File: config.mk
export PLATFORM = sky130hd
export DESIGN_NAME = wdtrl_core
export DESIGN_NICKNAME = d
export VERILOG_FILES = /design/src/verilog/wdtrl_core.v
export VERILOG_INCLUDE_DIRS = /design/src /design/src/include
export SDC_FILE = /design/constraint.sdc
export NUM_CORES = 1
export LEC_CHECK = 0
export BUFFER_PORTS_ARGS = -buffer_cell sky130_fd_sc_hd__buf_4
export CAP_MARGIN = 20
export CORE_MARGIN = 10
export CORE_UTILIZATION = 55
export CTS_CLUSTER_DIAMETER = 60
export DETAILED_ROUTE_END_ITERATION = 6
export HOLD_SLACK_MARGIN = 0.12
export PLACE_DENSITY = 0.76
export RECOVER_POWER = 100
export REMOVE_ABC_BUFFERS = 1
export SYNTH_ARGS = -nofsm -noshare
export SYNTH_HDL_FRONTEND = slang
export SYNTH_SLANG_ARGS = --single-unit
File: constraint.sdc
create_clock -name clk -period 2.6 [get_ports clk]
set_input_delay 0.39 -clock clk [delete_from_list [all_inputs] [get_ports clk]]
set_output_delay 0.39 -clock clk [all_outputs]
set_load 0.01 [all_outputs]
File: src/include/wdtrl_consts.vh
// Constants for the watchdog timer with reload: register addresses, fields,
// reset values. Assumes inclusion by the single watchdog design file.
// Functional notes
// Watchdog is a 16-bit counter; overflow causes a full reset.
// Software sets arm bit then confirm bit in the very next instruction.
// Arm bit clears itself in hardware and always reads zero.
// Completed refresh loads reload register into counter upper byte.
// Key 10101 disables, 01010 enables, any other written value resets.
// Clock select 0 picks low-speed RC, 1 picks system clock over 16.
// Control register returns to 0x50 after every reset source.
// Watchdog-reset flag set on watchdog reset; only software clears it (the code also clears it on power-on). A bad-key reset leaves it clear.
// Control bits 2 and 1 read as zero.
// Overflow in idle wakes via watchdog reset; no wake from power-down.
// Power-on clears reload, arm, confirm and watchdog-reset flag.
// Selected source is divided by 16 before counting.
// Refresh clears arm and confirm; larger reload means shorter timeout.
// Arm and confirm separated by more than one instruction gives a reset.
// Completed refresh also clears counter low byte.
// Disable key holds counter still and blocks overflow reset.
`ifndef WDTRL_CONSTS_VH
`define WDTRL_CONSTS_VH

`define WDTRL_ADDR_RELOAD  8'h86
`define WDTRL_ADDR_CTRL    8'h96
`define WDTRL_ADDR_INTERRUPT_ENABLE_FIRST    8'ha8
`define WDTRL_ADDR_INTERRUPT_ENABLE_SECOND    8'ha9
`define WDTRL_ADDR_IP0     8'hb8

`define WDTRL_RST_RELOAD   8'h00
`define WDTRL_RST_CTRL     8'h50
`define WDTRL_RST_IEN      8'h00
`define WDTRL_RST_IP0      8'h00

`define WDTRL_BIT_ARM      6
`define WDTRL_BIT_CONFIRM  6
`define WDTRL_BIT_FLAG     6
`define WDTRL_BIT_CSEL     0
`define WDTRL_KEY_HI       7
`define WDTRL_KEY_LO       3

`define WDTRL_KEY_DISABLE  5'h15
`define WDTRL_KEY_ENABLE   5'h0a

`define WDTRL_PRESCALE     4'hf
`define WDTRL_SYSDIV       4'hf

`endif

File: src/verilog/wdtrl_core.v
// Watchdog timer with reload, reached over the CPU special-register port.
// Assumes one clock, a synchronous reset for every source, an instruction
// strobe from the core and a low-speed oscillator level on a pin.
`timescale 1ns/1ps
`default_nettype none
`include "wdtrl_consts.vh"

module wdtrl_core (
	input  wire       clk,
	input  wire       rst,
	input  wire       por,
	input  wire       sfr_wr,
	input  wire       sfr_rd,
	input  wire [7:0] sfr_addr,
	input  wire [7:0] sfr_wdata,
	input  wire       instr_done,
	input  wire       idle_mode,
	input  wire       power_down,
	input  wire       low_speed_rc_osc,
	output reg  [7:0] sfr_rdata,
	output reg        wdog_reset_req,
	output reg        wdog_wake
);

////////////////////////////////////////////////////////////////////////////////

	reg  [7:0]  reload_ff;
	reg  [7:0]  ctrl_ff;
	reg  [7:0]  interrupt_enable_first_ff;
	reg  [7:0]  interrupt_enable_second_ff;
	reg  [7:0]  ip0_ff;
	reg         arm_ff;
	reg         arm_age_ff;
	reg  [15:0] cnt_ff;
	reg  [3:0]  pre_ff;
	reg  [3:0]  sysdiv_ff;
	reg         low_speed_rc_osc_s1_ff;
	reg         low_speed_rc_osc_s2_ff;
	reg         low_speed_rc_osc_d_ff;
	reg  [7:0]  nxt_rdata;

	wire        wr_reload = sfr_wr && (sfr_addr == `WDTRL_ADDR_RELOAD);
	wire        wr_ctrl   = sfr_wr && (sfr_addr == `WDTRL_ADDR_CTRL);
	wire        wr_interrupt_enable_first   = sfr_wr && (sfr_addr == `WDTRL_ADDR_INTERRUPT_ENABLE_FIRST);
	wire        wr_interrupt_enable_second   = sfr_wr && (sfr_addr == `WDTRL_ADDR_INTERRUPT_ENABLE_SECOND);
	wire        wr_ip0    = sfr_wr && (sfr_addr == `WDTRL_ADDR_IP0);
	wire [4:0]  wr_key    = sfr_wdata[`WDTRL_KEY_HI:`WDTRL_KEY_LO];
	wire [4:0]  cur_key   = ctrl_ff[`WDTRL_KEY_HI:`WDTRL_KEY_LO];
	wire        enabled   = (cur_key == `WDTRL_KEY_ENABLE);
	wire        set_arm   = wr_interrupt_enable_first && sfr_wdata[`WDTRL_BIT_ARM];
	wire        set_conf  = wr_interrupt_enable_second && sfr_wdata[`WDTRL_BIT_CONFIRM];
	// Confirm counts only if arm was set in this or the previous instruction
	wire        refresh   = set_conf && arm_ff && !arm_age_ff;
	wire        bad_conf  = set_conf && !refresh;
	wire        arm_stale = arm_ff && arm_age_ff && instr_done;
	wire        bad_key   = wr_ctrl && (wr_key != `WDTRL_KEY_ENABLE)
	                        && (wr_key != `WDTRL_KEY_DISABLE);
	wire        low_speed_rc_osc_rise = low_speed_rc_osc_s2_ff && !low_speed_rc_osc_d_ff;
	wire        src_tick  = ctrl_ff[`WDTRL_BIT_CSEL] ? (sysdiv_ff == `WDTRL_SYSDIV)
	                                                 : low_speed_rc_osc_rise;
	// Oscillators are stopped in power-down, so neither prescaler nor counter counts there
	wire        cnt_tick  = enabled && !power_down && src_tick
	                        && (pre_ff == `WDTRL_PRESCALE);
	wire        overflow  = cnt_tick && (cnt_ff == 16'hffff);
	// Watchdog timeouts and bad refresh sequences both raise the flag
	wire        wd_event  = overflow || bad_conf || arm_stale;

////////////////////////////////////////////////////////////////////////////////
// Low-speed oscillator synchroniser and dividers

	always @(posedge clk) begin
		if (rst) begin
			low_speed_rc_osc_s1_ff <= 1'b0;
			low_speed_rc_osc_s2_ff <= 1'b0;
			low_speed_rc_osc_d_ff  <= 1'b0;
			sysdiv_ff  <= 4'h0;
			pre_ff     <= 4'h0;
		end else begin
			low_speed_rc_osc_s1_ff <= low_speed_rc_osc;
			low_speed_rc_osc_s2_ff <= low_speed_rc_osc_s1_ff;
			low_speed_rc_osc_d_ff  <= low_speed_rc_osc_s2_ff;
			sysdiv_ff  <= sysdiv_ff + 4'h1;
			if (!enabled || power_down)
				pre_ff <= 4'h0;
			else if (src_tick)
				pre_ff <= pre_ff + 4'h1;
		end
	end

////////////////////////////////////////////////////////////////////////////////
// Counter

	always @(posedge clk) begin
		if (rst) begin
			cnt_ff <= 16'h0000;
		end else if (refresh) begin
			cnt_ff <= {reload_ff, 8'h00};
		end else if (cnt_tick) begin
			cnt_ff <= cnt_ff + 16'h0001;
		end
	end

////////////////////////////////////////////////////////////////////////////////
// Registers

	always @(posedge clk) begin
		if (rst) begin
			ctrl_ff <= `WDTRL_RST_CTRL;
		end else if (wr_ctrl) begin
			ctrl_ff <= {wr_key, 2'b00, sfr_wdata[`WDTRL_BIT_CSEL]};
		end
	end

	// Power-on only: these survive watchdog and other resets
	always @(posedge clk) begin
		if (por) begin
			reload_ff  <= `WDTRL_RST_RELOAD;
			interrupt_enable_first_ff    <= `WDTRL_RST_IEN;
			interrupt_enable_second_ff    <= `WDTRL_RST_IEN;
			ip0_ff     <= `WDTRL_RST_IP0;
			arm_ff     <= 1'b0;
			arm_age_ff <= 1'b0;
		end else begin
			if (wr_reload)
				reload_ff <= sfr_wdata;
			if (wr_interrupt_enable_first)
				interrupt_enable_first_ff <= {sfr_wdata[7], 1'b0, sfr_wdata[5:0]};
			if (wr_interrupt_enable_second)
				interrupt_enable_second_ff <= {sfr_wdata[7], 1'b0, 1'b0, sfr_wdata[4:0]};
			// Set wins over a software clear in the same cycle
			if (wd_event)
				ip0_ff <= {1'b0, 1'b1, (wr_ip0 ? sfr_wdata[5:0] : ip0_ff[5:0])};
			else if (wr_ip0)
				ip0_ff <= {1'b0, sfr_wdata[6:0]};
			if (refresh || bad_conf || arm_stale) begin
				arm_ff     <= 1'b0;
				arm_age_ff <= 1'b0;
			end else if (set_arm) begin
				arm_ff     <= 1'b1;
				arm_age_ff <= 1'b0;
			end else if (arm_ff && instr_done) begin
				arm_age_ff <= 1'b1;
			end
		end
	end

////////////////////////////////////////////////////////////////////////////////
// Read data and reset outputs

	always @* begin
		case (sfr_addr)
			`WDTRL_ADDR_RELOAD: nxt_rdata = reload_ff;
			`WDTRL_ADDR_CTRL:   nxt_rdata = ctrl_ff;
			`WDTRL_ADDR_INTERRUPT_ENABLE_FIRST:   nxt_rdata = interrupt_enable_first_ff;
			`WDTRL_ADDR_INTERRUPT_ENABLE_SECOND:   nxt_rdata = interrupt_enable_second_ff;
			`WDTRL_ADDR_IP0:    nxt_rdata = ip0_ff;
			default:            nxt_rdata = 8'h00;
		endcase
	end

	always @(posedge clk) begin
		if (rst) begin
			sfr_rdata      <= 8'h00;
			wdog_reset_req <= 1'b0;
			wdog_wake      <= 1'b0;
		end else begin
			sfr_rdata      <= sfr_rd ? nxt_rdata : 8'h00;
			wdog_reset_req <= wd_event || bad_key;
			wdog_wake      <= overflow && idle_mode;
		end
	end

endmodule
`default_nettype wire

After elaboration in Yosys (flattened, before gate mapping)
Index checks and enable logic that the tools add are counted.

Flip-flop bits (word level): 73. Bits in latches: 0. Memory bits (writable): 0. ROM bits: 0. Bits of input ports: 25. Output and inout bits: 10. Word-level logic and storage cells: 79. Memories kept: 0.

Add/subtract/negate cells: 3. Multipliers: 0. Divide/modulo/power cells: 0. Order comparisons: 0. Eq/ne operators: 11. Shift operators: 0. Muxes and demuxes: 7. Bitwise operators: 1. Reduce and logical (&&, ||, !) cells: 39.

Operators by type and width (number): $eq A8 B8 Y1 const B (5); $pmux W8 S5 (1); $mux W16 (2); $logic_and A1 B1 Y1 (21); $add A16 B1 Y16 const B (1); $eq A16 B16 Y1 const B (1); $mux W7 (2); $add A4 B1 Y4 const B (2); $eq A4 B4 Y1 const B (2); $reduce_or A2 Y1 (4); $logic_or A1 B1 Y1 (6); $mux W6 (1); $eq A5 B4 Y1 const B (1); $logic_not A1 Y1 (5); $ne A5 B4 Y1 const B (1); $ne A5 B5 Y1 const B (1); $reduce_bool A2 Y1 (2); $reduce_or A3 Y1 (1); $mux W1 (1); $not A1 Y1 (1).

Depth between registers and ports, before layout
Word-level depth: 10. Mapped depth: 8. Mapped depth without buffers: 6.

Worst setup path before layout
No wires, ideal clock.

Path kind: register to register. From: register ctrl_ff[0]. To: register cnt_ff[4]. Setup time: 0.071 ns. Arrival time: 1.830 ns. Data required time: 2.529 ns. Setup slack: 0.699 ns. Stages on the path, launching flop included: 7. Buffers on the path: 2. Period minus slack after synthesis: 1.901 ns. Cell sequence: dfxtp_1 or3b_1 a2111o_1 buf_6 buf_6 or3_1 a21oi_1.

Longest elaborated chain between the ends: 3.

Ends and longest elaborated chain: start, declared (line wdtrl_core.v:28) `reg [7:0] ctrl_ff;`; start signal, assigned (line wdtrl_core.v:108) `` ctrl_ff <= `WDTRL_RST_CTRL; ``; start signal, assigned (line wdtrl_core.v:110) `` ctrl_ff <= {wr_key, 2'b00, sfr_wdata[`WDTRL_BIT_CSEL]}; ``; $mux W1 (line wdtrl_core.v:59) `` wire src_tick = ctrl_ff[`WDTRL_BIT_CSEL] ? (sysdiv_ff == `WDTRL_SYSDIV) ``; $logic_and A1 B1 Y1 (2 in a row) (line wdtrl_core.v:62) `wire cnt_tick = enabled && !power_down && src_tick`; end signal, assigned (line wdtrl_core.v:97) `cnt_ff <= {reload_ff, 8'h00};`; end signal, assigned (line wdtrl_core.v:99) `cnt_ff <= cnt_ff + 16'h0001;`; end, declared (line wdtrl_core.v:34) `reg [15:0] cnt_ff;`.

No other way between the ends. A chain may end at the register's enable or synchronous reset.

Final worst setup path
From: register ctrl_ff[0]. To: register cnt_ff[14].

Longest elaborated chain between the ends: 4.

Ends and longest elaborated chain (line): $mux W1 (wdtrl_core.v:59); $logic_and A1 B1 Y1 (2 in a row) (wdtrl_core.v:62); $reduce_bool A2 Y1 (no source line).

No other way between the ends.

==> insert_results.sql <==
INSERT INTO impl_metrics (metric_group, metric, value, unit) VALUES
('power', 'power.static_leakage', '1.40', 'nW'),
('grt', 'grt_start_max_net_pins', '31', ''),
('routing', 'drt_drc_violations_left', '0', ''),
('power', 'peakVddDrop', '366', 'µV'),
('power', 'net-switching-power', '0.000457', 'W'),
('grt', 'track_usage', '0.164', ''),
('clock_tree', 'clock_tree.root_cell', 'clkbuf_8', ''),
('sta', 'setup_violations', '0', ''),
('grt', 'grt-ovfl-total', '0', ''),
('finish', 'num-nets-final', '400', ''),
('clock_tree', 'cts_max_level', '3', ''),
('critical_path', 'timing.critical_path.fanout_max', '18', ''),
('critical_path', 'critical_path.startpoint_type', 'flop', ''),
('power', 'power_frac_comb', '0.045', ''),
('clock_tree', 'tritoncts', 'built', ''),
('sta', 'post-route-period-util', '0.852', ''),
('power', 'cellPowerDensity', '598', 'nW/µm²'),
('synthesis', 'synthCells', '340', ''),
('placed_design', 'gp_routability_congestion', '0.860', ''),
('power', 'p_int', '0.00171', 'W'),
('clock_tree', 'ctsHoldBuffers', '0', ''),
('sta', 'finalMaxSlewViolations', '0', ''),
('run', 'max_cap_viols', '0', ''),
('critical_path', 'ff2ff_setup_slack', '380', 'ps'),
('critical_path', 'worst_path_required_time', '2810', 'ps'),
('clock_tree', 'cts.path.max_buffers', '2', ''),
('floorplanning', 'core_region_area', '5570', 'µm²'),
('critical_path', 'cp_data_arrival_time', '2420', 'ps'),
('sta', 'worst_clock_skew', '6.28', 'ps'),
('placed_design', 'hpwl', '5.08', 'mm'),
('placed_design', 'place.port_buffers', '34', ''),
('synthesis', 'ys_dominant_reg_cell', 'dfxtp_1', ''),
('finish', 'synthToLayoutAreaGrowth', '13.5', '%'),
('synthesis', 'synthesis.area', '3190', 'µm²'),
('clock_tree', 'cts.repair_timing.setup_buffer_count', '0', ''),
('power', 'clock_share_of_power', '0.433', ''),
('run_status', 'status', 'completed', ''),
('clock_tree', 'clock_latency_reported_for_the_late_side_of_the_worst_skew_pair', '340', 'ps'),
('sta', 'worst_slew_pin_slew', '745', 'ps'),
('synthesis', 'synth.top_cell.area_share', '0.459', ''),
('finish', 'multi_input_comb_area', '1600', 'µm²'),
('routing', 'wl', '7.17', 'mm'),
('grt', 'grt_pass1_vias', '2389', ''),
('sta', 'tns', '0', 'ps'),
('floorplanning', 'initial_utilization', '0.572', ''),
('synthesis', 'synth.ff_latch_count', '73', ''),
('sta', 'unrepaired_setup_endpoints_after_global_routing', 'false', ''),
('synthesis', 'synth.avg_cell_area', '9.37', 'µm²'),
('hold_path', 'timing.hold.worst.start', 'low_speed_rc_osc', ''),
('floorplanning', 'io_pins', '35', ''),
('clock_tree', 'cts.sinks', '73', ''),
('clock_tree', 'clk_transition_reported_paths', '70', 'ps'),
('finish', 'fillers', '492', ''),
('finish', 'antenna-diode-count', '0', ''),
('routing', 'post_drt_via_cell_ratio', '5.70', ''),
('power', 'switching_share', '0.211', ''),
('synthesis', 'synth.most_common_cell', 'dfxtp_1', ''),
('grt', 'antenna_found_initial', '0', ''),
('routing', 'initialDrtViolationCount', '159', ''),
('synthesis', 'post-synth-top-area-cell', 'dfxtp_1', ''),
('hold_path', 'hold_class', 'input pin to flop', ''),
('synthesis', 'synthArstFlopShare', '0', ''),
('routing', 'post_drt_wl_per_cell', '16.0', 'µm'),
('critical_path', 'r2r_start', 'ctrl_ff[0]$_SDFFE_PP0P_', ''),
('routing', 'route.antenna.remaining_nets', '0', ''),
('routing', 'firstDrtPassIters', '4', ''),
('sta', 'timing.final.crit_period', '2220', 'ps'),
('floorplanning', 'std_cell_rows', '27', ''),
('critical_path', 'critical_path_class', 'flop to flop', ''),
('clock_tree', 'cts-buffers-inserted', '9', ''),
('synthesis', 'ys.warnings.count', '0', '');
layout by cell type (no fill, tap or decap), drive strengths merged, types with 2 or more instances in the layout:
| master | n |
|---|---|
| a21oi | 5 |
| a22o | 2 |
| a22oi | 10 |
| a31oi | 2 |
| a32oi | 4 |
| and3 | 3 |
| and4b | 2 |
| buf | 26 |
| bufinv | 2 |
| clkbuf | 27 |
| dfxtp | 73 |
| ha | 3 |
| inv | 4 |
| mux2 | 4 |
| mux2i | 36 |
| nand2 | 19 |
| nand2b | 2 |
| nand3 | 15 |
| nand4 | 5 |
| nor2 | 56 |
| nor2b | 8 |
| nor3 | 8 |
| nor3b | 5 |
| nor4 | 3 |
| o21ai | 13 |
| o22a | 4 |
| or3 | 3 |
| xnor2 | 14 |
| xor2 | 4 |
final timing paths:
path,endpoint,depth (start not counted)
worst min-delay path,low_speed_rc_osc_s1_ff$_SDFF_PP0_,2
worst max register to register,cnt_ff[14]$_SDFFE_PP0P_,5
worst max-delay path,cnt_ff[14]$_SDFFE_PP0P_,5
worst min register to register,low_speed_rc_osc_s2_ff$_SDFF_PP0_,1
state kept, by name, indices dropped and copies added, names as in the netlist, 4 cells and up:
| register | count |
|---|---|
| sfr_rdata | 8 |
| interrupt_enable_first_ff | 7 |
| ip0_ff | 7 |
| cnt_ff | 16 |
| reload_ff | 8 |
| interrupt_enable_second_ff | 6 |
| sysdiv_ff | 4 |
| pre_ff | 4 |
| ctrl_ff | 6 |
worst max-delay path, stage by stage (launching register included):
cell and delay [ps]:
dfxtp_1 360, or3b_1 400, a2111o_1 670, nor4_1 420, xnor2_1 160, o21ai_1 80
kinds of logic (layout without fill, tap and decap cells):
group,after synthesis,count (layout),synth area share
xor+xnor,18,18,0.0495
compound gates,47,47,0.103
flops,73,73,0.459
fa+ha+maj,3,3,0.0118
mux,40,40,0.127
buf+inv,23,60,0.0326
simple gates,136,136,0.218
metrics by stage:
stage          instances  hold WS (ps)  area, µm²  setup WS [ps]  power, W
2_1_floorplan        321           414       3100            304   0.00119
3_3_place_gp         433           430       3490            439   0.00125
3_5_place_dp         433           439       3490            396   0.00125
4_1_cts              449           243       3690            381   0.00218
5_1_grt              449           250       3620            238   0.00224
6_report             449           260       3620            384   0.00216
area by class of cell:
type	instances	area share
clock buffer	13	0.0384
clock inverter	3	0.0180
inverter	4	0.00415
multi-input combinational	244	0.441
sequential	73	0.404
tap	72	0.0249
timing repair buffer	40	0.0695
per-layer routing:
layer  GRT usage  wire, µm  up-vias
met5           0         0        -
met4      0.0627        84        0
met3      0.0475       402       10
met2       0.270      3490       54
met1       0.198      3190     1233
li1            -         -     1261
power groups by stage:
| stage | clock network [W] | logic [W] | registers [W] |
|---|---|---|---|
| floorplan | 0 | 0.0000326 | 0.00115 |
| global placement | 0 | 0.0000971 | 0.00115 |
| detailed placement | 0 | 0.0000986 | 0.00115 |
| CTS | 0.000957 | 0.0000992 | 0.00113 |
| global route | 0.00100 | 0.000106 | 0.00113 |
| finish | 0.000938 | 0.0000979 | 0.00113 |
(Power assumes the default switching activity.)
